$ cat config.mk
export PLATFORM = sky130hd
export DESIGN_NAME = pds_sequencer
export DESIGN_NICKNAME = d
export VERILOG_FILES = /design/src/verilog/pds_pkg.sv /design/src/verilog/pds_sequencer.sv
export SDC_FILE = /design/constraint.sdc
export NUM_CORES = 1
export LEC_CHECK = 0
export ABC_AREA = 1
export BUFFER_PORTS_ARGS = -buffer_cell sky130_fd_sc_hd__clkbuf_2
export CAP_MARGIN = 10
export CELL_PAD_IN_SITES_DETAIL_PLACEMENT = 1
export CELL_PAD_IN_SITES_GLOBAL_PLACEMENT = 2
export CORE_MARGIN = 1.5
export CORE_UTILIZATION = 37
export DETAILED_ROUTE_END_ITERATION = 7
export GPL_ROUTABILITY_DRIVEN = 1
export GPL_TIMING_DRIVEN = 0
export HOLD_SLACK_MARGIN = 0.08
export PLACE_DENSITY = 0.86
export SETUP_SLACK_MARGIN = 0.1
export SYNTH_ARGS = -nofsm -noshare
export SYNTH_HDL_FRONTEND = slang
export SYNTH_SLANG_ARGS = --single-unit
export TNS_END_PERCENT = 100
$ cat constraint.sdc
create_clock -name CLK -period 4.2 [get_ports CLK]
set_clock_uncertainty 0.05 [all_clocks]
set_input_delay 0.21 -clock CLK [delete_from_list [all_inputs] [get_ports CLK]]
set_output_delay 0.21 -clock CLK [all_outputs]
set_load 0.01 [all_outputs]
$ cat src/verilog/pds_pkg.sv
// Package of offsets, field positions, reset values and timing for the dwell sequencer
package pds_pkg;
  // Clock period and dwell unit, both in nanoseconds
  localparam int CLK_PERIOD_NS = 4;
  localparam int DWELL_LSB_NS = 1_000_000;
  // Cycles in one dwell unit (1 ms): a least time, so rounded up
  localparam int TICK_CYCLES = (DWELL_LSB_NS + CLK_PERIOD_NS - 1) / CLK_PERIOD_NS;
  // Dwell limits in ms units
  localparam logic [14:0] DWELL_MAX = 15'h7530;
  localparam logic [14:0] DWELL_DN_MIN = 15'h0001;
  localparam logic [14:0] DWELL_UP_MIN = 15'h0000;
  // Reset dwell values, 125 ms each
  localparam logic [14:0] DWELL_RST = 15'h007D;
  // Quadrature edges per encoder rated count
  localparam int EDGES_PER_COUNT = 4;
  // Global register byte offsets
  localparam logic [7:0] OFS_CTRL = 8'h00;
  localparam logic [7:0] OFS_STATUS = 8'h04;
  localparam logic [7:0] OFS_INT_STAT = 8'h08;
  localparam logic [7:0] OFS_INT_MASK = 8'h0C;
  localparam logic [7:0] OFS_RESOL = 8'h10;
  localparam logic [7:0] OFS_LENGTH = 8'h14;
  localparam logic [7:0] OFS_EDGES = 8'h18;
  localparam logic [7:0] OFS_ENC_CNT = 8'h1C;
  localparam logic [7:0] OFS_PULSES_REV = 8'h20;
  // Channel blocks: base, stride 16 bytes, word offsets inside a block
  localparam logic [3:0] CH_BASE_IDX = 4'h4;
  localparam logic [1:0] CH_DWELL_DN = 2'h0;
  localparam logic [1:0] CH_DWELL_UP = 2'h1;
  localparam logic [1:0] CH_CFG = 2'h2;
  localparam logic [1:0] CH_STATE = 2'h3;
  // Control bits
  localparam int CTRL_RUN_REQ = 0;
  localparam int CTRL_HALT = 1;
  // Channel config bits
  localparam int CFG_EXP_DN = 0;
  localparam int CFG_EXP_UP = 1;
  localparam int CFG_FIRE = 2;
  // Interrupt layout: per channel three bits, then the refusal bit at 24
  localparam int EV_PER_CH = 3;
  localparam int EV_FAULT_DN = 0;
  localparam int EV_FAULT_UP = 1;
  localparam int EV_DONE = 2;
  localparam int EV_REFUSED = 24;
  // Channel sequence states
  typedef enum logic [1:0] {
    PDS_IDLE = 2'b00,
    PDS_DOWN = 2'b01,
    PDS_UP = 2'b10
  } pds_state_t;
endpackage

$ cat src/verilog/pds_sequencer.sv
// Press and shear dwell sequencer with encoder length counter and Wishbone registers
// What this block does
// - Shear down held 1 ms to 30 s
// - Shear up output held 0 to 30 s
// - Shear completion ends down dwell at once
// - Up dwell ignores the down completion input
// - Missing down completion: leave run, abort, fault
// - Up completion input ends up dwell early
// - Missing up completion: up dwell runs out, leave run, fault
// - Expecting up completion blocks run entry when off
// - Each press has its own dwell copy
// - Press down dwell, cut short by completion
// - Press up dwell 0-30 s after down
// - Missing press completion: leave run, abort, fault
// - Press up completion ends press up dwell
// - Missing press up completion: leave run, fault
// - Press up expectation blocks run entry when off
// - Quadrature edges times resolution gives length
//
// Decided for this implementation: the address map and the Wishbone slave port.
module pds_sequencer #(
  parameter int NCH = 3,
  parameter int TICK_CYCLES = pds_pkg::TICK_CYCLES
) (
  input wire logic CLK,
  input wire logic RSTN,
  input wire logic CYC_I,
  input wire logic STB_I,
  input wire logic WE_I,
  input wire logic [7:0] ADR_I,
  input wire logic [3:0] SEL_I,
  input wire logic [31:0] DAT_I,
  output logic [31:0] DAT_O,
  output logic ACK_O,
  input wire logic [NCH-1:0] FIRE,
  input wire logic [NCH-1:0] CMP_DN,
  input wire logic [NCH-1:0] CMP_UP,
  input wire logic ENC_A,
  input wire logic ENC_B,
  output logic [NCH-1:0] OUT_DN,
  output logic [NCH-1:0] OUT_UP,
  output logic RUN,
  output logic IRQ
);

  // Elaboration check: interrupt layout holds eight channels, sub counter 20 bits
  if (NCH < 1 || NCH > 8 || TICK_CYCLES < 1 || TICK_CYCLES > 1048575) begin : g_bad
    $error("pds_sequencer: NCH must be 1..8 and TICK_CYCLES 1..1048575");
  end

  // Bus decode
  wire bus_req = CYC_I & STB_I; // Request present
  wire wr_now = bus_req & WE_I & ACK_O & (SEL_I == 4'hF); // Write lands at the ack edge
  wire [3:0] blk_idx = ADR_I[7:4]; // 16-byte block index
  wire [1:0] word_idx = ADR_I[3:2]; // Word inside a channel block
  wire wr_ctrl = wr_now & (ADR_I == pds_pkg::OFS_CTRL);
  wire wr_istat = wr_now & (ADR_I == pds_pkg::OFS_INT_STAT);
  wire wr_imask = wr_now & (ADR_I == pds_pkg::OFS_INT_MASK);
  wire wr_resol = wr_now & (ADR_I == pds_pkg::OFS_RESOL);
  wire wr_enc_cnt = wr_now & (ADR_I == pds_pkg::OFS_ENC_CNT);

  // Register state
  logic [31:0] int_stat; // Sticky events
  logic [31:0] int_mask; // Enables for IRQ
  logic [31:0] resol; // Length per quadrature edge
  logic [31:0] length; // Accumulated length
  logic [31:0] edges; // Signed edge count
  logic [29:0] enc_cnt; // Encoder rated counts per channel revolution
  logic [1:0] enc_prev; // Last sampled quadrature pair

  // Per channel state and settings
  pds_pkg::pds_state_t st [NCH];
  logic [14:0] dwell_dn [NCH];
  logic [14:0] dwell_up [NCH];
  logic [NCH-1:0] exp_dn; // Expect down completion
  logic [NCH-1:0] exp_up; // Expect up completion
  logic [NCH-1:0] fire_prev; // Fire pin edge detect
  logic [NCH-1:0] fault_dn; // Down supervision failed this cycle
  logic [NCH-1:0] fault_up; // Up supervision failed this cycle
  logic [NCH-1:0] done_ev; // Cycle finished normally this cycle
  logic [NCH-1:0] up_block; // Channel forbids run entry
  logic [31:0] ch_rd [NCH]; // Per channel read value
  logic [NCH-1:0] ch_hit; // Address falls in channel block
  logic [31:0] ev_set; // Events to set this cycle

  // Clamp a written dwell into its allowed range
  function automatic logic [14:0] clamp(input logic [31:0] v, input logic [14:0] lo);
    logic [14:0] r;
    r = lo;
    if (v > {17'h0_0000, pds_pkg::DWELL_MAX}) begin
      r = pds_pkg::DWELL_MAX;
    end else if (v[14:0] > lo) begin
      r = v[14:0];
    end
    return r;
  endfunction

  // One sequencer per channel: index 0 is the shear, the rest are presses
  for (genvar i = 0; i < NCH; i++) begin : g_ch
    logic [19:0] sub; // Cycles within the current ms
    logic [14:0] ms_left; // Whole ms left in the phase
    pds_pkg::pds_state_t next_st;
    wire sel = (blk_idx == pds_pkg::CH_BASE_IDX + 4'(i));
    wire wr_ch = wr_now & sel;
    wire ms_end = (sub == 20'(TICK_CYCLES - 1));
    wire timeout = ms_end & (ms_left == 15'h0001);
    wire sw_fire = wr_ch & (word_idx == pds_pkg::CH_CFG) & DAT_I[pds_pkg::CFG_FIRE];
    wire start = (st[i] == pds_pkg::PDS_IDLE) & (sw_fire | (FIRE[i] & ~fire_prev[i]));
    wire up_skip = (dwell_up[i] == 15'h0000);
    wire f_dn = (st[i] == pds_pkg::PDS_DOWN) & ~CMP_DN[i] & timeout & exp_dn[i];
    wire f_up = (st[i] == pds_pkg::PDS_UP) & ~CMP_UP[i] & timeout & exp_up[i];
    assign ch_hit[i] = sel;
    assign up_block[i] = exp_up[i] & ~CMP_UP[i];
    assign fault_dn[i] = f_dn;
    assign fault_up[i] = f_up;
    assign done_ev[i] = (next_st == pds_pkg::PDS_IDLE) & (st[i] != pds_pkg::PDS_IDLE) &
                        ~f_dn & ~f_up;
    assign ch_rd[i] = (word_idx == pds_pkg::CH_DWELL_DN) ? {17'h0_0000, dwell_dn[i]} :
                      (word_idx == pds_pkg::CH_DWELL_UP) ? {17'h0_0000, dwell_up[i]} :
                      (word_idx == pds_pkg::CH_CFG) ? {30'h0000_0000, exp_up[i], exp_dn[i]} :
                      {28'h000_0000, CMP_UP[i], CMP_DN[i], st[i]};

    // Next phase of the dwell sequence
    always_comb begin
      next_st = st[i];
      case (st[i])
        pds_pkg::PDS_IDLE: begin
          if (start) begin
            next_st = pds_pkg::PDS_DOWN;
          end
        end
        pds_pkg::PDS_DOWN: begin
          if (f_dn) begin
            next_st = pds_pkg::PDS_IDLE;
          end else if (CMP_DN[i] | timeout) begin
            // Completion closes the down phase at once
            next_st = up_skip ? pds_pkg::PDS_IDLE : pds_pkg::PDS_UP;
          end
        end
        pds_pkg::PDS_UP: begin
          // Only the up completion and the timer end this phase
          if (CMP_UP[i] | timeout) begin
            next_st = pds_pkg::PDS_IDLE;
          end
        end
        default: next_st = pds_pkg::PDS_IDLE;
      endcase
    end

    // State, phase timer and registered solenoid outputs
    always_ff @(posedge CLK or negedge RSTN) begin
      if (!RSTN) begin
        st[i] <= pds_pkg::PDS_IDLE;
        sub <= 20'h0_0000;
        ms_left <= 15'h0000;
        OUT_DN[i] <= 1'b0;
        OUT_UP[i] <= 1'b0;
        fire_prev[i] <= 1'b0;
      end else begin
        st[i] <= next_st;
        fire_prev[i] <= FIRE[i];
        OUT_DN[i] <= (next_st == pds_pkg::PDS_DOWN);
        OUT_UP[i] <= (next_st == pds_pkg::PDS_UP);
        if (next_st != st[i]) begin
          // Each phase times from its own first cycle
          sub <= 20'h0_0000;
          ms_left <= (next_st == pds_pkg::PDS_DOWN) ? dwell_dn[i] : dwell_up[i];
        end else if (ms_end) begin
          sub <= 20'h0_0000;
          ms_left <= ms_left - 15'h0001;
        end else begin
          sub <= sub + 20'h0_0001;
        end
      end
    end

    // Channel settings; a dwell write during a cycle applies from the next phase, expect bits at once
    always_ff @(posedge CLK or negedge RSTN) begin
      if (!RSTN) begin
        dwell_dn[i] <= pds_pkg::DWELL_RST;
        dwell_up[i] <= pds_pkg::DWELL_RST;
        exp_dn[i] <= 1'b0;
        exp_up[i] <= 1'b0;
      end else if (wr_ch && word_idx == pds_pkg::CH_DWELL_DN) begin
        dwell_dn[i] <= clamp(DAT_I, pds_pkg::DWELL_DN_MIN);
      end else if (wr_ch && word_idx == pds_pkg::CH_DWELL_UP) begin
        dwell_up[i] <= clamp(DAT_I, pds_pkg::DWELL_UP_MIN);
      end else if (wr_ch && word_idx == pds_pkg::CH_CFG) begin
        exp_dn[i] <= DAT_I[pds_pkg::CFG_EXP_DN];
        exp_up[i] <= DAT_I[pds_pkg::CFG_EXP_UP];
      end
    end

    // Place this channel's events in the interrupt layout
    assign ev_set[i*pds_pkg::EV_PER_CH + pds_pkg::EV_FAULT_DN] = f_dn;
    assign ev_set[i*pds_pkg::EV_PER_CH + pds_pkg::EV_FAULT_UP] = f_up;
    assign ev_set[i*pds_pkg::EV_PER_CH + pds_pkg::EV_DONE] = done_ev[i];
  end

  // Unused event positions stay zero
  for (genvar k = NCH * pds_pkg::EV_PER_CH; k < 32; k++) begin : g_ev_pad
    if (k != pds_pkg::EV_REFUSED) begin : g_zero
      assign ev_set[k] = 1'b0;
    end
  end

  // Run mode control
  wire any_fault = |{fault_dn, fault_up};
  wire run_req = wr_ctrl & DAT_I[pds_pkg::CTRL_RUN_REQ];
  wire halt_req = wr_ctrl & DAT_I[pds_pkg::CTRL_HALT];
  wire refused = run_req & ~RUN & (|up_block);
  assign ev_set[pds_pkg::EV_REFUSED] = refused;

  // Run latch: a fault always wins over an entry request
  always_ff @(posedge CLK or negedge RSTN) begin
    if (!RSTN) begin
      RUN <= 1'b0;
    end else if (any_fault | halt_req) begin
      RUN <= 1'b0;
    end else if (run_req & ~(|up_block)) begin
      RUN <= 1'b1;
    end
  end

  // Quadrature decode: one step when exactly one line changed
  wire [1:0] enc_now = {ENC_A, ENC_B};
  wire enc_step = ^(enc_now ^ enc_prev);
  wire enc_fwd = enc_prev[1] ^ enc_now[0];

  // Edge count and length, each edge worth one resolution step
  always_ff @(posedge CLK or negedge RSTN) begin
    if (!RSTN) begin
      enc_prev <= 2'b00;
      edges <= 32'h0000_0000;
      length <= 32'h0000_0000;
    end else begin
      enc_prev <= enc_now;
      if (enc_step) begin
        edges <= enc_fwd ? edges + 32'h0000_0001 : edges - 32'h0000_0001;
        length <= enc_fwd ? length + resol : length - resol;
      end
    end
  end

  // Software settings; resolution must be loaded before use
  always_ff @(posedge CLK or negedge RSTN) begin
    if (!RSTN) begin
      resol <= 32'h0000_0000;
      enc_cnt <= 30'h0000_0000;
      int_mask <= 32'h0000_0000;
    end else begin
      if (wr_resol) begin
        resol <= DAT_I;
      end
      if (wr_enc_cnt) begin
        enc_cnt <= DAT_I[29:0];
      end
      if (wr_imask) begin
        int_mask <= DAT_I;
      end
    end
  end

  // Status and mask as they stand after this edge
  wire [31:0] clr_bits = wr_istat ? DAT_I : 32'h0000_0000; // Bits software clears now
  wire [31:0] next_stat = (int_stat & ~clr_bits) | ev_set; // Set wins over clear
  wire [31:0] next_mask = wr_imask ? DAT_I : int_mask; // A mask write counts at once

  // Sticky events; IRQ follows the new mask with no extra cycle of lag
  always_ff @(posedge CLK or negedge RSTN) begin
    if (!RSTN) begin
      int_stat <= 32'h0000_0000;
      IRQ <= 1'b0;
    end else begin
      int_stat <= next_stat;
      IRQ <= |(next_stat & next_mask);
    end
  end

  // Read selection
  logic [31:0] ch_pick;
  always_comb begin
    ch_pick = 32'h0000_0000;
    for (int j = 0; j < NCH; j++) begin
      if (ch_hit[j]) begin
        ch_pick = ch_rd[j];
      end
    end
  end
  wire [NCH-1:0] busy;
  for (genvar b = 0; b < NCH; b++) begin : g_busy
    assign busy[b] = (st[b] != pds_pkg::PDS_IDLE);
  end
  wire [31:0] status_rd = {15'h0000, 8'(up_block), 8'(busy), RUN};
  wire [31:0] pulses_rd = {enc_cnt, 2'b00}; // Rated counts times 4
  wire [31:0] rd_mux =
    (ADR_I == pds_pkg::OFS_CTRL) ? 32'h0000_0000 :
    (ADR_I == pds_pkg::OFS_STATUS) ? status_rd :
    (ADR_I == pds_pkg::OFS_INT_STAT) ? int_stat :
    (ADR_I == pds_pkg::OFS_INT_MASK) ? int_mask :
    (ADR_I == pds_pkg::OFS_RESOL) ? resol :
    (ADR_I == pds_pkg::OFS_LENGTH) ? length :
    (ADR_I == pds_pkg::OFS_EDGES) ? edges :
    (ADR_I == pds_pkg::OFS_ENC_CNT) ? {2'b00, enc_cnt} :
    (ADR_I == pds_pkg::OFS_PULSES_REV) ? pulses_rd : ch_pick;

  // Bus answer: one wait state, ack for one cycle, unmapped reads give zero
  always_ff @(posedge CLK or negedge RSTN) begin
    if (!RSTN) begin
      ACK_O <= 1'b0;
      DAT_O <= 32'h0000_0000;
    end else begin
      ACK_O <= bus_req & ~ACK_O;
      if (bus_req & ~ACK_O) begin
        DAT_O <= rd_mux;
      end
    end
  end

endmodule

# Word-level counts from Yosys, hierarchy flattened
# Cells that the tools add are included.
word_totals:
  register_bits: 443
  latchBits: 0
  ramBits: 0
  rom_bits: 0
  input_bits: 60
  out_inout_bits: 41
  word_cells: 293
  memories: 0
op_classes:
  addsub: 10
  n_mul: 0
  div_mod_pow: 0
  order_cmp: 3
  eq_ne: 35
  n_shift: 0
  muxes: 64
  bitwise: 103
  reduce_logical: 37
op_table:
  columns: ["operator", "count"]
  rows:
  - ["two-way mux 32 bit", 15]
  - ["two-way mux 15 bit", 20]
  - ["two-way mux 20 bit", 6]
  - ["bitwise AND 32 bit", 2]
  - ["bitwise AND 1 bit", 63]
  - ["adder 20 x 1 -> 20 bit, second input constant", 3]
  - ["equality test 20 x 18 -> 1 bit, second input constant", 3]
  - ["equality test 15 x 1 -> 1 bit, second input constant", 3]
  - ["logical NOT 15 bit", 3]
  - ["subtractor 15 x 1 -> 15 bit, second input constant", 3]
  - ["adder 32 x 1 -> 32 bit, second input constant", 1]
  - ["adder 32 bit", 1]
  - ["equality test 8 x 5 -> 1 bit, second input constant", 4]
  - ["> comparator 32 x 15 -> 1 bit, second input constant", 1]
  - ["inverter 32 bit", 1]
  - ["OR 32 x 25 -> 32 bit", 1]
  - ["OR reduction 32 bit", 1]
  - ["subtractor 32 x 1 -> 32 bit, second input constant", 1]
  - ["subtractor 32 bit", 1]
  - ["> comparator 15 x 1 -> 1 bit, second input constant", 2]
  - ["two-way mux 2 bit", 15]
  - ["inverter 1 bit", 24]
  - ["one-hot mux 2 bit (3 select lines)", 3]
  - ["equality test 8 x 4 -> 1 bit, second input constant", 2]
  - ["21 further kinds", 73]

# Longest topological paths before layout
# Gate-level depths: netlist of run 1.
depth:
  word_depth: 18
  mapped_depth: 25
  depth_no_buf: 25

# Worst setup path after synthesis of run 1
# OpenSTA, ideal clock, no wires.
synth_path:
  path_type: "register to register"
  from: "reg enc_prev[1]"
  to: "reg length[30]"
  setup_ns: 0.117
  arrival_ns: 3.457
  required_time_ns: 4.033
  path_slack_ns: 0.576
  path_stages_with_launch: 18
  path_buffers: 1
  period_less_slack_ns: 3.624
  path_cell_list: "dfrtp_1 -> or2_1 -> nand2_1 -> clkbuf_1 -> nand2_1 -> xor2_1 -> ha_1 -> nand2_1 -> nor2_1 -> nand3_1 -> nand3_1 -> inv_1 -> o21ai_0 -> nand2_1 -> nand2_1 -> nand2_1 -> nand3_1 -> nand2_1"
synth_via:
  elab_chain_len: 2
  elab_cells_between_ends: 4
  cone_classes: "mux: 1; bitwise: 2; reduce/logical: 1"
synth_rtl:
  columns: ["element", "line", "text"]
  rows:
  - ["from (decl)", "pds_sequencer.sv:69", "logic [1:0] enc_prev;"]
  - ["from (signal assigned)", "pds_sequencer.sv:237", "enc_prev <= enc_now;"]
  - ["bitwise XOR 1 bit or bitwise XOR 2 bit (tied branches)", "pds_sequencer.sv:228, pds_sequencer.sv:227", null]
  - ["two-way mux 32 bit or XOR reduction 2 bit (tied branches)", "pds_sequencer.sv:240, pds_sequencer.sv:227", null]
  - ["to (signal assigned)", "pds_sequencer.sv:240", "length <= enc_fwd ? length + resol : length - resol;"]
  - ["to (decl)", "pds_sequencer.sv:66", "logic [31:0] length;"]
# Several ways; a longest one is shown, not always the timed one.
# A chain may end at the register's enable or synchronous reset.

# Worst setup path after layout of run 1
layout_path:
  from: "reg resol[1]"
  to: "reg length[20]"
layout_via:
  elab_chain_len: 2
  elab_cells_between_ends: 3
  cone_classes: "add/sub: 2; mux: 1"
layout_rtl:
  columns: ["element", "line", "text"]
  rows:
  - ["from (decl)", "pds_sequencer.sv:65", "logic [31:0] resol;"]
  - ["from (signal assigned)", "pds_sequencer.sv:248", "resol <= 32'h0000_0000;"]
  - ["from (signal assigned)", "pds_sequencer.sv:253", "resol <= DAT_I;"]
  - ["subtractor 32 bit or adder 32 bit (tied branches)", "pds_sequencer.sv:240", null]
  - ["two-way mux 32 bit *", "pds_sequencer.sv:240", null]
# Mark *: on every way between the ends. The rest lies on a longest branch, timed or not.

==> results of run 1 <==
[metal layers]
| layer | global-route usage | vias up |
|---|---|---|
| met5 | 0 | - |
| met4 | 0.09850 | 0 |
| met3 | 0.04224 | 181 |
| met2 | 0.4774 | 828 |
| met1 | 0.3981 | 13480 |
| li1 | - | 12790 |
[final cells by class]
class,instances,area (um^2),share of cell area
Multi-Input combinational cell,2838,14130,0.4461
Clock inverter,19,215.2,0.006792
Buffer,126,633.1,0.01998
Inverter,410,1541,0.04865
Tap cell,959,1200,0.03787
Timing Repair Buffer,149,1122,0.03542
Sequential cell,443,11130,0.3513
Clock buffer,86,1705,0.05383
[registers in the layout, summed over array words and instances (netlist names)]
signal,cells
edges,32
exp_dn,3
int_stat,32
OUT_UP,3
RUN,1
int_mask,32
IRQ,1
DAT_O,32
enc_prev,2
exp_up,3
length,32
resol,32
enc_cnt,30
g_ch.sub,60
st,6
ACK_O,1
fire_prev,3
dwell_dn,45
g_ch.ms_left,45
dwell_up,45
OUT_DN,3
[layout by cell type, fill, tap and decap left out, types with 21 or more instances in the layout]
master / instances
sky130_fd_sc_hd__nand2_1: 1239
sky130_fd_sc_hd__dfrtp_1: 407
sky130_fd_sc_hd__inv_1: 389
sky130_fd_sc_hd__nor2_1: 342
sky130_fd_sc_hd__o21ai_0: 292
sky130_fd_sc_hd__nand3_1: 225
sky130_fd_sc_hd__a21oi_1: 152
sky130_fd_sc_hd__clkbuf_2: 96
sky130_fd_sc_hd__xor2_1: 90
sky130_fd_sc_hd__nand4_1: 82
sky130_fd_sc_hd__clkbuf_1: 77
sky130_fd_sc_hd__ha_1: 70
sky130_fd_sc_hd__clkbuf_16: 57
sky130_fd_sc_hd__dlygate4sd3_1: 47
sky130_fd_sc_hd__xnor2_1: 37
sky130_fd_sc_hd__dfstp_2: 36
sky130_fd_sc_hd__buf_2: 35
sky130_fd_sc_hd__o211ai_1: 33
sky130_fd_sc_hd__nor3_1: 31
sky130_fd_sc_hd__a31oi_1: 25
sky130_fd_sc_hd__o21ai_1: 21
[report_power, final]
group,switching (mW),internal [mW]
logic,2.65,1.38
clock network,2.08,3.03
registers,0.462,4.75
[worst paths after layout]
check | from | endpoint | cells after the start
max | resol[1] | length[20] | 17
min | RSTN | dwell_dn[36] | 2
max reg2reg | resol[1] | length[20] | 17
min reg2reg | g_ch[0].sub[0] | g_ch[0].sub[0] | 1
max in group asynchronous | RSTN | dwell_dn[39] | 3
min in group CLK | CMP_UP[1] | int_stat[4] | 4
[cell families after synthesis]
group,Yosys count
AOI/OAI and AO/OA,612
xor gates and xnor gates,127
adders and majority gates,73
buffers and inverters,536
DFF,443
muxes,1
and+or+nand+nor,2025
[what timing repair did]
action | in CTS | in global routing
hold endpoints to repair | 328 | 0
buffers inserted | 0 | 2
setup endpoints to repair | 8 | 16
gates resized for setup | 4 | 17
hold buffers | 47 | 0
pin swaps | 0 | 1
[critical path, cell delays in order (launching register included)]
cell and delay (ns):
sky130_fd_sc_hd__dfrtp_1 0.43, sky130_fd_sc_hd__nor3_2 0.27, sky130_fd_sc_hd__nand3_1 0.19, sky130_fd_sc_hd__nor2_4 0.22, sky130_fd_sc_hd__nand4_1 0.28, sky130_fd_sc_hd__nand2_1 0.25
sky130_fd_sc_hd__o21ai_0 0.15, sky130_fd_sc_hd__xor2_1 0.17, sky130_fd_sc_hd__ha_1 0.37, sky130_fd_sc_hd__a21oi_1 0.20, sky130_fd_sc_hd__inv_1 0.09, sky130_fd_sc_hd__a31oi_1 0.19
sky130_fd_sc_hd__o21ai_0 0.24, sky130_fd_sc_hd__a21oi_1 0.18, sky130_fd_sc_hd__nand2_1 0.13, sky130_fd_sc_hd__or2_2 0.29, sky130_fd_sc_hd__nand3_1 0.06, sky130_fd_sc_hd__o21ai_0 0.09
==> impl_summary.md, run 1 <==
Run status
The flow ran to the end, and the final reports show no timing, DRC or antenna violations.

Layout
At the end of the flow, the number of nets in the layout was a little over 4k. The final cell utilization of the core is 0.4335. Of the cells placed in the final design, the portion with a size suffix greater than 1 is 0.09555. The layout has between 9k and 10k filler cells.

Summing all non-filler instances in the final layout gives an area of ~0.032 mm^2. The final cell count without fillers is a little over 5k. The area growth from synthesis to layout is 15.66%. The diode insertion count for antenna repair is 0.

Floorplanning
The die covers 0.07567 mm^2. The initial utilization of the core area, before any placement, comes to 0.3748. In this run the count of I/O pins placed on the die edge is roughly 100. In this run the vertical extent of the chip is 275.1 um.

The floorplan step set the die width to roughly 280 um. The placement row count is 99. The placeable core area is 0.07308 mm^2.

STA
The final number of setup-violating endpoints is 0. The number of endpoints with negative hold slack in the final report is 0. The share of the clock period used by the worst path is 0.9505. The slack of the critical path is 0.2077 ns. Setup repair after global routing could not meet its margin everywhere. The total negative slack for setup checks is 0 ns.

Hold is met by approximately 0.11 ns. The number of pins with negative max-slew slack in the final report is 0. At the pin with the least slew margin, the transition time is 1.216 ns.

The worst slew margin relative to its limit is 0.1893. Static timing analysis puts the maximum clock frequency at 0.2505 GHz. The clock period could shrink to around 4.0 ns.

Setup path
The data arrival time of the worst path is approximately 4.5 ns. In this run the worst path has a maximum fanout of 5. The type of the worst setup path is flop to flop. The worst setup path is launched from a flop. STA classifies the critical path endpoint as a flop. At the worst endpoint, the required time is 4.66 ns.

Across all register-to-register paths, the minimum setup slack is 0.21 ns.

Yosys
After synthesis, the cell types taking the most area are sky130_fd_sc_hd__dfrtp_1 37%, sky130_fd_sc_hd__nand2_1 17%, sky130_fd_sc_hd__o21ai_0 5.4%. The number of synthesis warnings is 0. The area share of and/or/nand/nor cells after synthesis is 0.3143. The share of the synthesized area in the top cell type is 0.3718. Of all flip-flops after synthesis, the portion carrying an async set or reset was 1.000. The cell area after synthesis is 0.02739 mm^2. The share of the Yosys chip area taken by registers is 0.4063. Of the total synthesized cell area, the portion taken by full adders, half adders and majority gates is 0.03389. Sorting the synthesized cells by how often they occur yields 1241 x sky130_fd_sc_hd__nand2_1, 407 x sky130_fd_sc_hd__dfrtp_1, 389 x sky130_fd_sc_hd__inv_1. The number of nets handed over by synthesis was roughly 4.0k. The multiplexer share of the synthesized area is 0.0004111. The number of storage elements in the synthesis netlist is around 440.

The synthesized netlist contains 63 unique library cells. After synthesis, the largest family of logic cells by area is simple AND/OR/NAND/NOR gates. The number of flops mapped to enable cells by yosys is 0. Synthesis produced a netlist whose cell count is between 3k and 4k. The most used flip-flop cell after synthesis is sky130_fd_sc_hd__dfrtp_1. Of the total synthesized cell area, the portion taken by XOR and XNOR cells is 0.04061. The average cell area after synthesis is between 7 and 8 um^2. Among all cell types in the netlist, the one instantiated most often is sky130_fd_sc_hd__nand2_1. The compound-gate portion of the synthesized area was 0.1252. The leading area contributor after synthesis is sky130_fd_sc_hd__dfrtp_1.

Detailed routing
After detailed routing, the met2 layer carries 50910 um of wire. For this block, wires on met1 add up to between 40000 and 50000 um. The post-detailed-route via-to-cell ratio is 5.424. The count of antenna-violating nets left after detailed routing is 0. The wire length per cell after detailed routing is ~22 um. The DRC violation total after the first TritonRoute iteration is 2136. For this run, design rule violations remaining after detail routing come to 0. The uppermost metal layer occupied by signal nets is met4. The final route contains approximately 27k vias. The first detailed-routing pass ran for 7 iterations. The total length of routed met3 wires is 6820 um. After detailed routing, the total wire length is 111100 um.

Power
The analysis attributes to cell leakage a power of 15.59 nW. The post-route total power is roughly 14 mW. The worst-case IR drop observed on VDD is approximately 0.00027 V. For this design the ratio of total power to cell area is 452.9 mW/mm^2.

Clock tree
The cell at the root of the clock tree is sky130_fd_sc_hd__clkbuf_16. For the worst-skew pair, the clock arrives at the later sink with an insertion delay of between 0.6 and 0.7 ns. The clock slew at the register clock pins of the worst setup and hold paths is about 0.06 ns. Clock tree synthesis inserted a total of 56 buffers. The clock net in this run drives a total of 443 sinks. TritonCTS built the clock tree.

The CTS H-tree depth is 2. The maximum clock path buffer count is 3.

GRT
The initial antenna violation count came to 1. The remaining global-route overflow is 0. The first global-routing pass estimated 168900 um of wire. The via count of the first global-routing pass is roughly 28k. Entering global routing, the biggest net connects slightly above 100 pins. The all-layer global routing usage is 0.2931.

Placed design
In this run the tool buffered the top-level ports with slightly above 90 buffer cells. The HPWL after detailed placement is 84470 um. The congestion estimate from routability-driven global placement came to between 0.9 and 1.

The instance count after placement with tap cells included is just under 5k. The worst slack at placement is -0.3893 ns. The total placed instance area is between 0.02 and 0.03 mm^2.

Run
Across the run, the number of max-cap violations was 0.

Worst hold path
The type of the worst min-delay path is input port to async pin.
(Power assumes the default switching activity.)
==> run 2: changes to the inputs <==
Settings changed: ABC_AREA 1 to 0, CORE_UTILIZATION 37 to 41, PLACE_DENSITY 0.86 to 0.92, REMOVE_ABC_BUFFERS set to 1.
==> run 2 against run 1 <==
Against the previous run: the flow now finishes with violations (negative setup slack); sequential cell count unchanged; hold slack got worse by 0.030 ns; sequential power increased by 1%; largest cell class unchanged; non-clock buffer count decreased by 68; first-iteration DRC count decreased by 2.6%.
==> impl_summary.md, run 2 <==
Run status
Outcome: complete, but fails checks (was finished clean). The checks that failed: negative setup slack.

Layout
The final cell utilization of the core was 0.4856 (was 0.4335). The number of flip-flops in the largest register is 60 (unchanged). The layout overhead on the synthesized area came to 16.97% (was 15.66%). The commonest non-fill, non-tap cell in the layout is sky130_fd_sc_hd__dfrtp_1 (was sky130_fd_sc_hd__nand2_1). The count of filler cells inserted in the layout is 6695 (was 9326). The summed area of non-filler cells in the final layout is 0.02931 mm^2 (was 0.03168 mm^2). The register containing the most flip-flops in the final layout is g_ch.sub (unchanged). The area used by multi-input combinational logic is 0.01369 mm^2 (was 0.01413 mm^2). The share of post-route cells with drive strength above 1 is 0.2016 (was 0.09555). Most frequent cells in the layout: 403 x sky130_fd_sc_hd__dfrtp_1, 234 x sky130_fd_sc_hd__nor2_1, 217 x sky130_fd_sc_hd__nand2_1 (was 1239 x sky130_fd_sc_hd__nand2_1, 407 x sky130_fd_sc_hd__dfrtp_1, 389 x sky130_fd_sc_hd__inv_1). The count of nets after finishing is 2816 (was 4157).

The sequential standard cell area is 0.01114 mm^2 (was 0.01113 mm^2).

Floorplanning
The overall die width was 250.2 um (was 275.1 um). The die height was 250.2 um (was 275.1 um). The count of pins on the block boundary came to 101 (unchanged). The placement row count is 90 (was 99). The initial cell density of the core is 0.4151 (was 0.3748).

The area enclosed by the die boundary is 0.06260 mm^2 (was 0.07567 mm^2). The placeable core area is 0.06036 mm^2 (was 0.07308 mm^2).

Setup path
The minimum setup slack among reg-to-reg paths was -0.12 ns (was 0.21 ns). The startpoint of the lowest-slack register-to-register path is resol[13] (was resol[1]). The cell family with the largest share of critical-path delay is simple AND/OR/NAND/NOR gates (unchanged).

The critical path's most frequent cell is sky130_fd_sc_hd__a21o_1 (was sky130_fd_sc_hd__o21ai_0). The number of buffer and inverter instances along the worst setup path is 0 (was 1). The depth of the worst register-to-register path is 15 (was 17). The delay contributed by the slowest stage of the critical path was 0.50 ns (was 0.43 ns). The cell with the largest stage delay on the worst path is sky130_fd_sc_hd__or4_4 (was sky130_fd_sc_hd__dfrtp_1). The worst endpoint required time is 4.61 ns (was 4.66 ns). The sort of element at the start of the critical path is a flop (unchanged). The maximum net fanout on the critical path is 6 (was 5). The data arrival time of the worst path is 4.73 ns (was 4.45 ns). Cells along the critical path: or4_4, or4_4, or3_4, nor3b_4, a21oi_1, xor2_1, ha_1, a21o_1, a21o_1, a21oi_1, o21a_2, nand2b_1, a21o_1, o311ai_1, nand4b_1 (was nor3_2, nand3_1, nor2_4, nand4_1, nand2_1, o21ai_0, xor2_1, ha_1, a21oi_1, inv_1, a31oi_1, o21ai_0, a21oi_1, nand2_1, or2_2, nand3_1, o21ai_0). The worst reg2reg path endpoint is length[31] (was length[20]). The type of the worst setup path was flop to flop (unchanged). The category of the worst setup path capture point is a flop (unchanged).

Clock tree
The number of sinks handled by clock tree synthesis was 443 (unchanged). The cell at the root of the clock tree was sky130_fd_sc_hd__clkbuf_16 (unchanged). The clock slew at the register clock pins of the worst setup and hold paths is 0.07 ns (was 0.06 ns). The worst-skew pair later-pin latency is 0.62 ns (was 0.65 ns).

The CTS H-tree depth is 2 (unchanged). The number of clock buffers inserted by TritonCTS is 50 (was 56). The maximum clock path buffer count is 3 (unchanged).

The clock tree from TritonCTS was done (unchanged).

Yosys
The number of library cell types mapped by synthesis is 88 (was 63). The most used flip-flop cell after synthesis is sky130_fd_sc_hd__dfrtp_1 (unchanged). The cell area after synthesis is 0.02506 mm^2 (was 0.02739 mm^2).

Most frequent cells after synthesis: 407 x sky130_fd_sc_hd__dfrtp_1, 246 x sky130_fd_sc_hd__nor2_1, 219 x sky130_fd_sc_hd__nand2_1 (was 1241 x sky130_fd_sc_hd__nand2_1, 407 x sky130_fd_sc_hd__dfrtp_1, 389 x sky130_fd_sc_hd__inv_1). The fraction of registers with async set or reset after synthesis is 1.000 (unchanged). Cell types with the largest area share after synthesis: sky130_fd_sc_hd__dfrtp_1 41%, sky130_fd_sc_hd__mux2_2 7.1%, sky130_fd_sc_hd__dfstp_2 3.8% (was sky130_fd_sc_hd__dfrtp_1 37%, sky130_fd_sc_hd__nand2_1 17%, sky130_fd_sc_hd__o21ai_0 5.4%). The average cell area after synthesis is 9.868 um^2 (was 7.176 um^2). The number of flops mapped to enable cells by yosys was 0 (unchanged).

The number of synthesis warnings is 0 (unchanged). The sequential element share of the synthesized area is 0.4442 (was 0.4063). The leading area contributor after synthesis was sky130_fd_sc_hd__dfrtp_1 (unchanged).

The number of cells produced by synthesis was 2539 (was 3817). The number of storage elements in the synthesis netlist is 443 (unchanged). The share of the synthesized area in the top cell type is 0.4065 (was 0.3718). The dominant cell by count in the synthesized netlist is sky130_fd_sc_hd__dfrtp_1 (was sky130_fd_sc_hd__nand2_1).

Detailed routing
The wire length per cell after detailed routing is 25.76 um (was 22.09 um). The count of antenna-violating nets left after detailed routing is 0 (unchanged). The routed via count is 21.95k (was 27.28k). The number of iterations in the first detailed-routing pass was 7 (unchanged).

The remaining routing DRC violations is 0 (unchanged). The post-detailed-route via-to-cell ratio came to 6.261 (was 5.424). The wire length reported by the detailed router is 90310 um (was 111100 um). The DRC violation total after the first TritonRoute iteration is 2080 (was 2136).

STA
The transition time at the pin with the least slew margin is 1.158 ns (was 1.216 ns). The worst slew margin relative to its limit came to 0.2251 (was 0.1893). The final number of setup-violating endpoints was 4 (was 0).

The minimum clock period after layout is 4.320 ns (was 3.992 ns). The number of pins with negative max-slew slack in the final report was 0 (unchanged). The share of the clock period used by the worst path is 1.028 (was 0.9505). The slack of the critical path is -0.1196 ns (was 0.2077 ns).

The worst hold slack across all endpoints is 0.08230 ns (was 0.1124 ns). The highest achievable clock rate is 0.2315 GHz (was 0.2505 GHz). The number of endpoints with negative hold slack in the final report is 0 (unchanged). The total negative slack for setup checks is -0.3737 ns (was 0 ns). Unrepaired setup endpoints after global routing: true (unchanged).

GRT
The first-pass GRT wire length is 137400 um (was 168900 um). The initial antenna violation count is 5 (was 1). The maximum number of pins on one net before global-route repair came to 109 (was 102).

The remaining global-route overflow is 0 (unchanged). The all-layer global routing usage was 0.2821 (was 0.2931). The via count of the first global-routing pass is 22.62k (was 27.66k).

Power
The post-route total power came to 14.38 mW (was 14.35 mW). The power per standard cell area is 490.7 mW/mm^2 (was 452.9 mW/mm^2). The worst ir drop on vdd is 0.0003132 V (was 0.0002712 V). The leakage power is 13.02 nW (was 15.59 nW).

Placed design
The count of input and output buffers was 100 (was 93). The total placed instance area was 0.02669 mm^2 (was 0.02923 mm^2). The global placement routability congestion came to 0.9533 (was 0.9633). The HPWL after detailed placement is 63890 um (was 84470 um).

Run
The number of max-cap violations is 0 (unchanged).

Worst hold path
The type of the worst min-delay path is input port to async pin (unchanged).
[run 2: cell count changes after synthesis, sizes merged, moves of 36 or more]
cell | previous run | this run
xnor2 | 37 | 83
inv | 407 | 50
nand4 | 84 | 24
nor2 | 360 | 246
mux2i | 0 | 69
o21ai | 315 | 134
buf | 57 | 18
nand2 | 1253 | 221
a22oi | 8 | 44
mux2 | 1 | 157
nand3 | 238 | 67
[run 2: where the power goes]
group | internal, mW | switching, mW | total (mW)
Sequential | 4.68 | 0.586 | 5.27
Combinational | 1.92 | 2.63 | 4.55
Clock | 2.63 | 1.92 | 4.56
Total | 9.24 | 5.14 | 14.4
[run 2: layout make-up]
| class | count | share of cell area |
|---|---|---|
| well taps | 782 | 0.03339 |
| clock buffers | 78 | 0.04974 |
| inverters | 50 | 0.006660 |
| repair buffers | 207 | 0.05653 |
| flip-flops and latches | 443 | 0.3800 |
| multi-input cells | 1931 | 0.4671 |
| clock inverters | 14 | 0.006532 |
| diodes | 1 | 0.00008539 |
[run 2: cells by family after synthesis]
kind of cell             synth area share
XOR/XNOR                          0.06013
flip-flops                         0.4442
multiplexers                       0.1035
AO/OA/AOI/OAI                      0.1646
buffers and inverters             0.02612
adder cells (fa/ha/maj)           0.03705
AND/OR/NAND/NOR                    0.1643
[run 2: layer usage]
metal / track usage / wire length, um
met1: 0.3781 / 37880
met3: 0.03824 / 5688
met4: 0.1271 / 4489
met5: 0 / 13
met2: 0.4548 / 42230
[run 2: what timing repair did]
action	in CTS	in global routing
cloned	0	0
hold buffers	39	0
pin swaps	9	24
setup endpoints to repair	32	12
hold endpoints to repair	295	0
buffers inserted	14	19
resized for setup	40	39
[run 2: how the worst max path moves through the flow]
stage | from | to | cells after the start
detailed placement | ADR_I[2] | IRQ | 13
global route | resol[13] | length[31] | 15
floorplan | ADR_I[5] | IRQ | 8
global placement | RSTN | DAT_O[17] | 1
finish | resol[13] | length[31] | 15
CTS | resol[12] | length[30] | 15
[run 2: through the flow]
step / setup WS, ns / instances
after CTS: -0.002150 / 3486
after detailed placement: -0.8924 / 3341
final: -0.1196 / 3506
after floorplan: -1.708 / 2424
after global routing: -0.2408 / 3506
after global placement: -7.297 / 3306
[run 2: worst reg2reg max path: stages (launching register included)]
cell	delay, ns
sky130_fd_sc_hd__dfrtp_2	0.44
sky130_fd_sc_hd__or4_4	0.50
sky130_fd_sc_hd__or4_4	0.46
sky130_fd_sc_hd__or3_4	0.39
sky130_fd_sc_hd__nor3b_4	0.30
sky130_fd_sc_hd__a21oi_1	0.13
sky130_fd_sc_hd__xor2_1	0.16
sky130_fd_sc_hd__ha_1	0.36
sky130_fd_sc_hd__a21o_1	0.20
sky130_fd_sc_hd__a21o_1	0.21
sky130_fd_sc_hd__a21oi_1	0.23
sky130_fd_sc_hd__o21a_2	0.22
sky130_fd_sc_hd__nand2b_1	0.12
sky130_fd_sc_hd__a21o_1	0.12
sky130_fd_sc_hd__o311ai_1	0.08
sky130_fd_sc_hd__nand4b_1	0.18
==> run 3: changes to the inputs <==
Settings changed: PLACE_DENSITY 0.92 to not set, PLACE_DENSITY_LB_ADDON set to 0.1.
==> run 3 against run 2 <==
Against the previous run: the flow now finishes without violations; register-to-register slack improved by 0.14 ns; via count fell by 3.1%; cell count grew 0.20%; sequential power about the same; clock power up 13%; clock-buffer cell count shrank 7; largest power group unchanged; hold slack improved by 0.027 ns; sequential cell count is the same; combinational power is 2% lower; utilization increased by 0.62 points; die area did not move; fmax increased by 3.3%.
==> impl_summary.md, run 3 (synthesis results as in run 2) <==
Setup path
The minimum setup slack among reg-to-reg paths was 0.02 ns (was -0.12 ns). Cells along the critical path: or4_4, or4_4, or3_4, nor3b_4, and2_4, a21oi_4, xor2_2, ha_4, or3_4, a21oi_2, o21a_2, nand2b_1, a21o_1, o311ai_1, nand4b_1 (was or4_4, or4_4, or3_4, nor3b_4, a21oi_1, xor2_1, ha_1, a21o_1, a21o_1, a21oi_1, o21a_2, nand2b_1, a21o_1, o311ai_1, nand4b_1). The maximum net fanout on the critical path was 5 (was 6).

The depth of the worst register-to-register path was 15 (unchanged). The cell family with the largest share of critical-path delay was simple AND/OR/NAND/NOR gates (unchanged). The worst endpoint required time is 4.64 ns (was 4.61 ns). The type of the worst setup path was flop to flop (unchanged). The delay contributed by the slowest stage of the critical path is 0.55 ns (was 0.50 ns). The startpoint of the lowest-slack register-to-register path is resol[14] (was resol[13]).

The worst reg2reg path endpoint is length[31] (unchanged). The cell with the largest stage delay on the worst path is sky130_fd_sc_hd__or4_4 (unchanged). The number of buffer and inverter instances along the worst setup path is 0 (unchanged).

The category of the worst setup path capture point was a flop (unchanged). The data arrival time of the worst path came to 4.63 ns (was 4.73 ns). The sort of element at the start of the critical path is a flop (unchanged). The source of the critical timing path is resol[14] (was resol[13]).

STA
The transition time at the pin with the least slew margin was 1.094 ns (was 1.158 ns). The minimum clock period after layout was 4.182 ns (was 4.320 ns). The number of pins with negative max-slew slack in the final report is 0 (unchanged). The worst slew margin relative to its limit is 0.2691 (was 0.2251). The total negative slack for setup checks is 0 ns (was -0.3737 ns). Unrepaired setup endpoints after global routing: true (unchanged). The share of the clock period used by the worst path is 0.9956 (was 1.028). The number of endpoints with negative hold slack in the final report is 0 (unchanged). The highest achievable clock rate is 0.2391 GHz (was 0.2315 GHz). The worst hold slack across all endpoints is 0.1095 ns (was 0.08230 ns). The final number of setup-violating endpoints is 0 (was 4). The slack of the critical path was 0.01834 ns (was -0.1196 ns).

Clock tree
The clock tree from TritonCTS was done (unchanged). The number of sinks handled by clock tree synthesis is 443 (unchanged). The CTS H-tree depth is 2 (unchanged). The maximum clock path buffer count is 3 (unchanged).

The clock slew at the register clock pins of the worst setup and hold paths is 0.06 ns (was 0.07 ns). The cell at the root of the clock tree is sky130_fd_sc_hd__clkbuf_16 (unchanged). The number of clock buffers inserted by TritonCTS is 53 (was 50). The worst-skew pair later-pin latency is 0.62 ns (about the same).

Power
The power per standard cell area is 501.3 mW/mm^2 (was 490.7 mW/mm^2). The clock network fraction of design power is 0.347 (was 0.317). The sequential share of power is 0.352 (was 0.366). The switching power total is 5.099 mW (was 5.143 mW).

The worst ir drop on vdd is 0.0003460 V (was 0.0003132 V). The combinational fraction of design power is 0.301 (was 0.317). The design internal power is 9.780 mW (was 9.238 mW).

The switching power share of the total is 0.3427 (was 0.3576). The leakage power came to 13.20 nW (was 13.02 nW). The post-route total power is 14.88 mW (was 14.38 mW).

Layout
Most frequent cells in the layout: 404 x sky130_fd_sc_hd__dfrtp_1, 236 x sky130_fd_sc_hd__nor2_1, 216 x sky130_fd_sc_hd__nand2_1 (was 403 x sky130_fd_sc_hd__dfrtp_1, 234 x sky130_fd_sc_hd__nor2_1, 217 x sky130_fd_sc_hd__nand2_1). The commonest non-fill, non-tap cell in the layout was sky130_fd_sc_hd__dfrtp_1 (unchanged). The number of flip-flops in the largest register came to 60 (unchanged). The layout overhead on the synthesized area is 18.46% (was 16.97%).

The count of filler cells inserted in the layout is 6632 (was 6695). The register containing the most flip-flops in the final layout is g_ch.sub (unchanged). The share of post-route cells with drive strength above 1 is 0.2088 (was 0.2016). The count of nets after finishing came to 2820 (was 2816).

Floorplanning
The die height is 250.2 um (unchanged). The placeable core area is 0.06036 mm^2 (unchanged). The overall die width came to 250.2 um (unchanged). The initial cell density of the core is 0.4151 (unchanged). The count of pins on the block boundary is 101 (unchanged). The placement row count is 90 (unchanged). The area enclosed by the die boundary came to 0.06260 mm^2 (unchanged).

Detailed routing
The routed length on met2 is 44000 um (was 42230 um). The remaining routing DRC violations is 0 (unchanged). The uppermost metal layer occupied by signal nets is met5 (unchanged). The wire length reported by the detailed router is 91410 um (was 90310 um).

The post-detailed-route via-to-cell ratio is 6.052 (was 6.261). The DRC violation total after the first TritonRoute iteration is 1562 (was 2080). The routed via count is 21.26k (was 21.95k). The length of routed wiring on met1 is 38720 um (was 37880 um).

The count of antenna-violating nets left after detailed routing is 0 (unchanged). The number of iterations in the first detailed-routing pass was 8 (was 7). The wire length per cell after detailed routing is 26.02 um (was 25.76 um).

The total length of routed met3 wires was 4991 um (was 5688 um).

Placed design
The worst slack at placement is -1.415 ns (was -0.8924 ns). The count of input and output buffers is 100 (unchanged). The HPWL after detailed placement is 66500 um (was 63890 um). The global placement routability congestion came to 0.9004 (was 0.9533).

GRT
The all-layer global routing usage is 0.2912 (was 0.2821). The initial antenna violation count is 2 (was 5). The remaining global-route overflow is 0 (unchanged). The first-pass GRT wire length is 139700 um (was 137400 um).

The via count of the first global-routing pass is 22.24k (was 22.62k). The maximum number of pins on one net before global-route repair is 108 (was 109).

Run status
Outcome: finished clean (was complete, but fails checks).

Run
The number of max-cap violations is 0 (unchanged).

Worst hold path
The type of the worst min-delay path is input port to async pin (unchanged).
## run 3: changes by cell type in the layout (fill, tap and decap cells not counted), moves of 3 or more
cell	change
sky130_fd_sc_hd__clkbuf_8	+5
sky130_fd_sc_hd__clkinv_2	+6
sky130_fd_sc_hd__clkbuf_1	-15
sky130_fd_sc_hd__bufinv_16	+6
sky130_fd_sc_hd__nor2_2	-3
sky130_fd_sc_hd__buf_8	+4
sky130_fd_sc_hd__clkbuf_16	+4
sky130_fd_sc_hd__buf_4	-3
## run 3: power groups by stage
stage	Clock, mW	Sequential (mW)	Combinational (mW)
3_5_place_dp	0	5.29	4.07
4_1_cts	5.24	5.22	4.32
6_report	5.16	5.24	4.48
2_1_floorplan	0	5.03	2.99
5_1_grt	5.40	5.28	4.94
3_3_place_gp	0	5.27	3.90
## run 3: worst register-to-register path, cell delays in order (launching register included)
cell                       delay [ns]
sky130_fd_sc_hd__dfrtp_1         0.40
sky130_fd_sc_hd__or4_4           0.55
sky130_fd_sc_hd__or4_4           0.46
sky130_fd_sc_hd__or3_4           0.41
sky130_fd_sc_hd__nor3b_4         0.26
sky130_fd_sc_hd__and2_4          0.23
sky130_fd_sc_hd__a21oi_4         0.08
sky130_fd_sc_hd__xor2_2          0.18
sky130_fd_sc_hd__ha_4            0.18
sky130_fd_sc_hd__or3_4           0.41
sky130_fd_sc_hd__a21oi_2         0.15
sky130_fd_sc_hd__o21a_2          0.21
sky130_fd_sc_hd__nand2b_1        0.13
sky130_fd_sc_hd__a21o_1          0.12
sky130_fd_sc_hd__o311ai_1        0.09
sky130_fd_sc_hd__nand4b_1        0.18
## run 3: what timing repair did
action,4_1_cts,5_1_grt
hold buffers,41,0
pin swaps,27,23
endpoints found under the setup margin,38,18
endpoints found under the hold margin,184,0
resized for setup,54,34
setup buffers,21,13
## run 3: final cells by class
| cell class | instances | area (um^2) | share of cell area |
|---|---|---|---|
| flip-flops and latches | 443 | 11130 | 0.3751 |
| clock buffers | 71 | 1556 | 0.05244 |
| diodes | 1 | 2.502 | 0.00008431 |
| inverters | 50 | 195.2 | 0.006576 |
| clock inverters | 27 | 396.6 | 0.01336 |
| repair buffers | 208 | 1680 | 0.05661 |
| well taps | 782 | 978.4 | 0.03297 |
| multi-input cells | 1931 | 13740 | 0.4628 |
## run 3: worst max path at each step
| stage | endpoint | slack (ns) | depth (start not counted) |
|---|---|---|---|
| floorplan | IRQ | -1.71 | 8 |
| global placement | enc_prev[0] | -7.71 | 1 |
| detailed placement | length[28] | -1.41 | 12 |
| CTS | length[31] | -0.09 | 16 |
| global route | length[31] | -0.06 | 15 |
| finish | length[31] | 0.02 | 15 |
## run 3: routing by layer
metal,track usage,vias up
met5,0,-
met4,0.1120,2
met3,0.04489,181
met2,0.4886,608
met1,0.3780,10860
li1,-,9606
## run 3: metrics by stage
step                cell area, um^2  utilization  instances
finish                        29680       0.4918       3513
global placement              26070       0.4319       3306
CTS                           29430       0.4876       3499
global route                  29680       0.4917       3512
detailed placement            26710       0.4425       3342
floorplan                     24590            -       2424
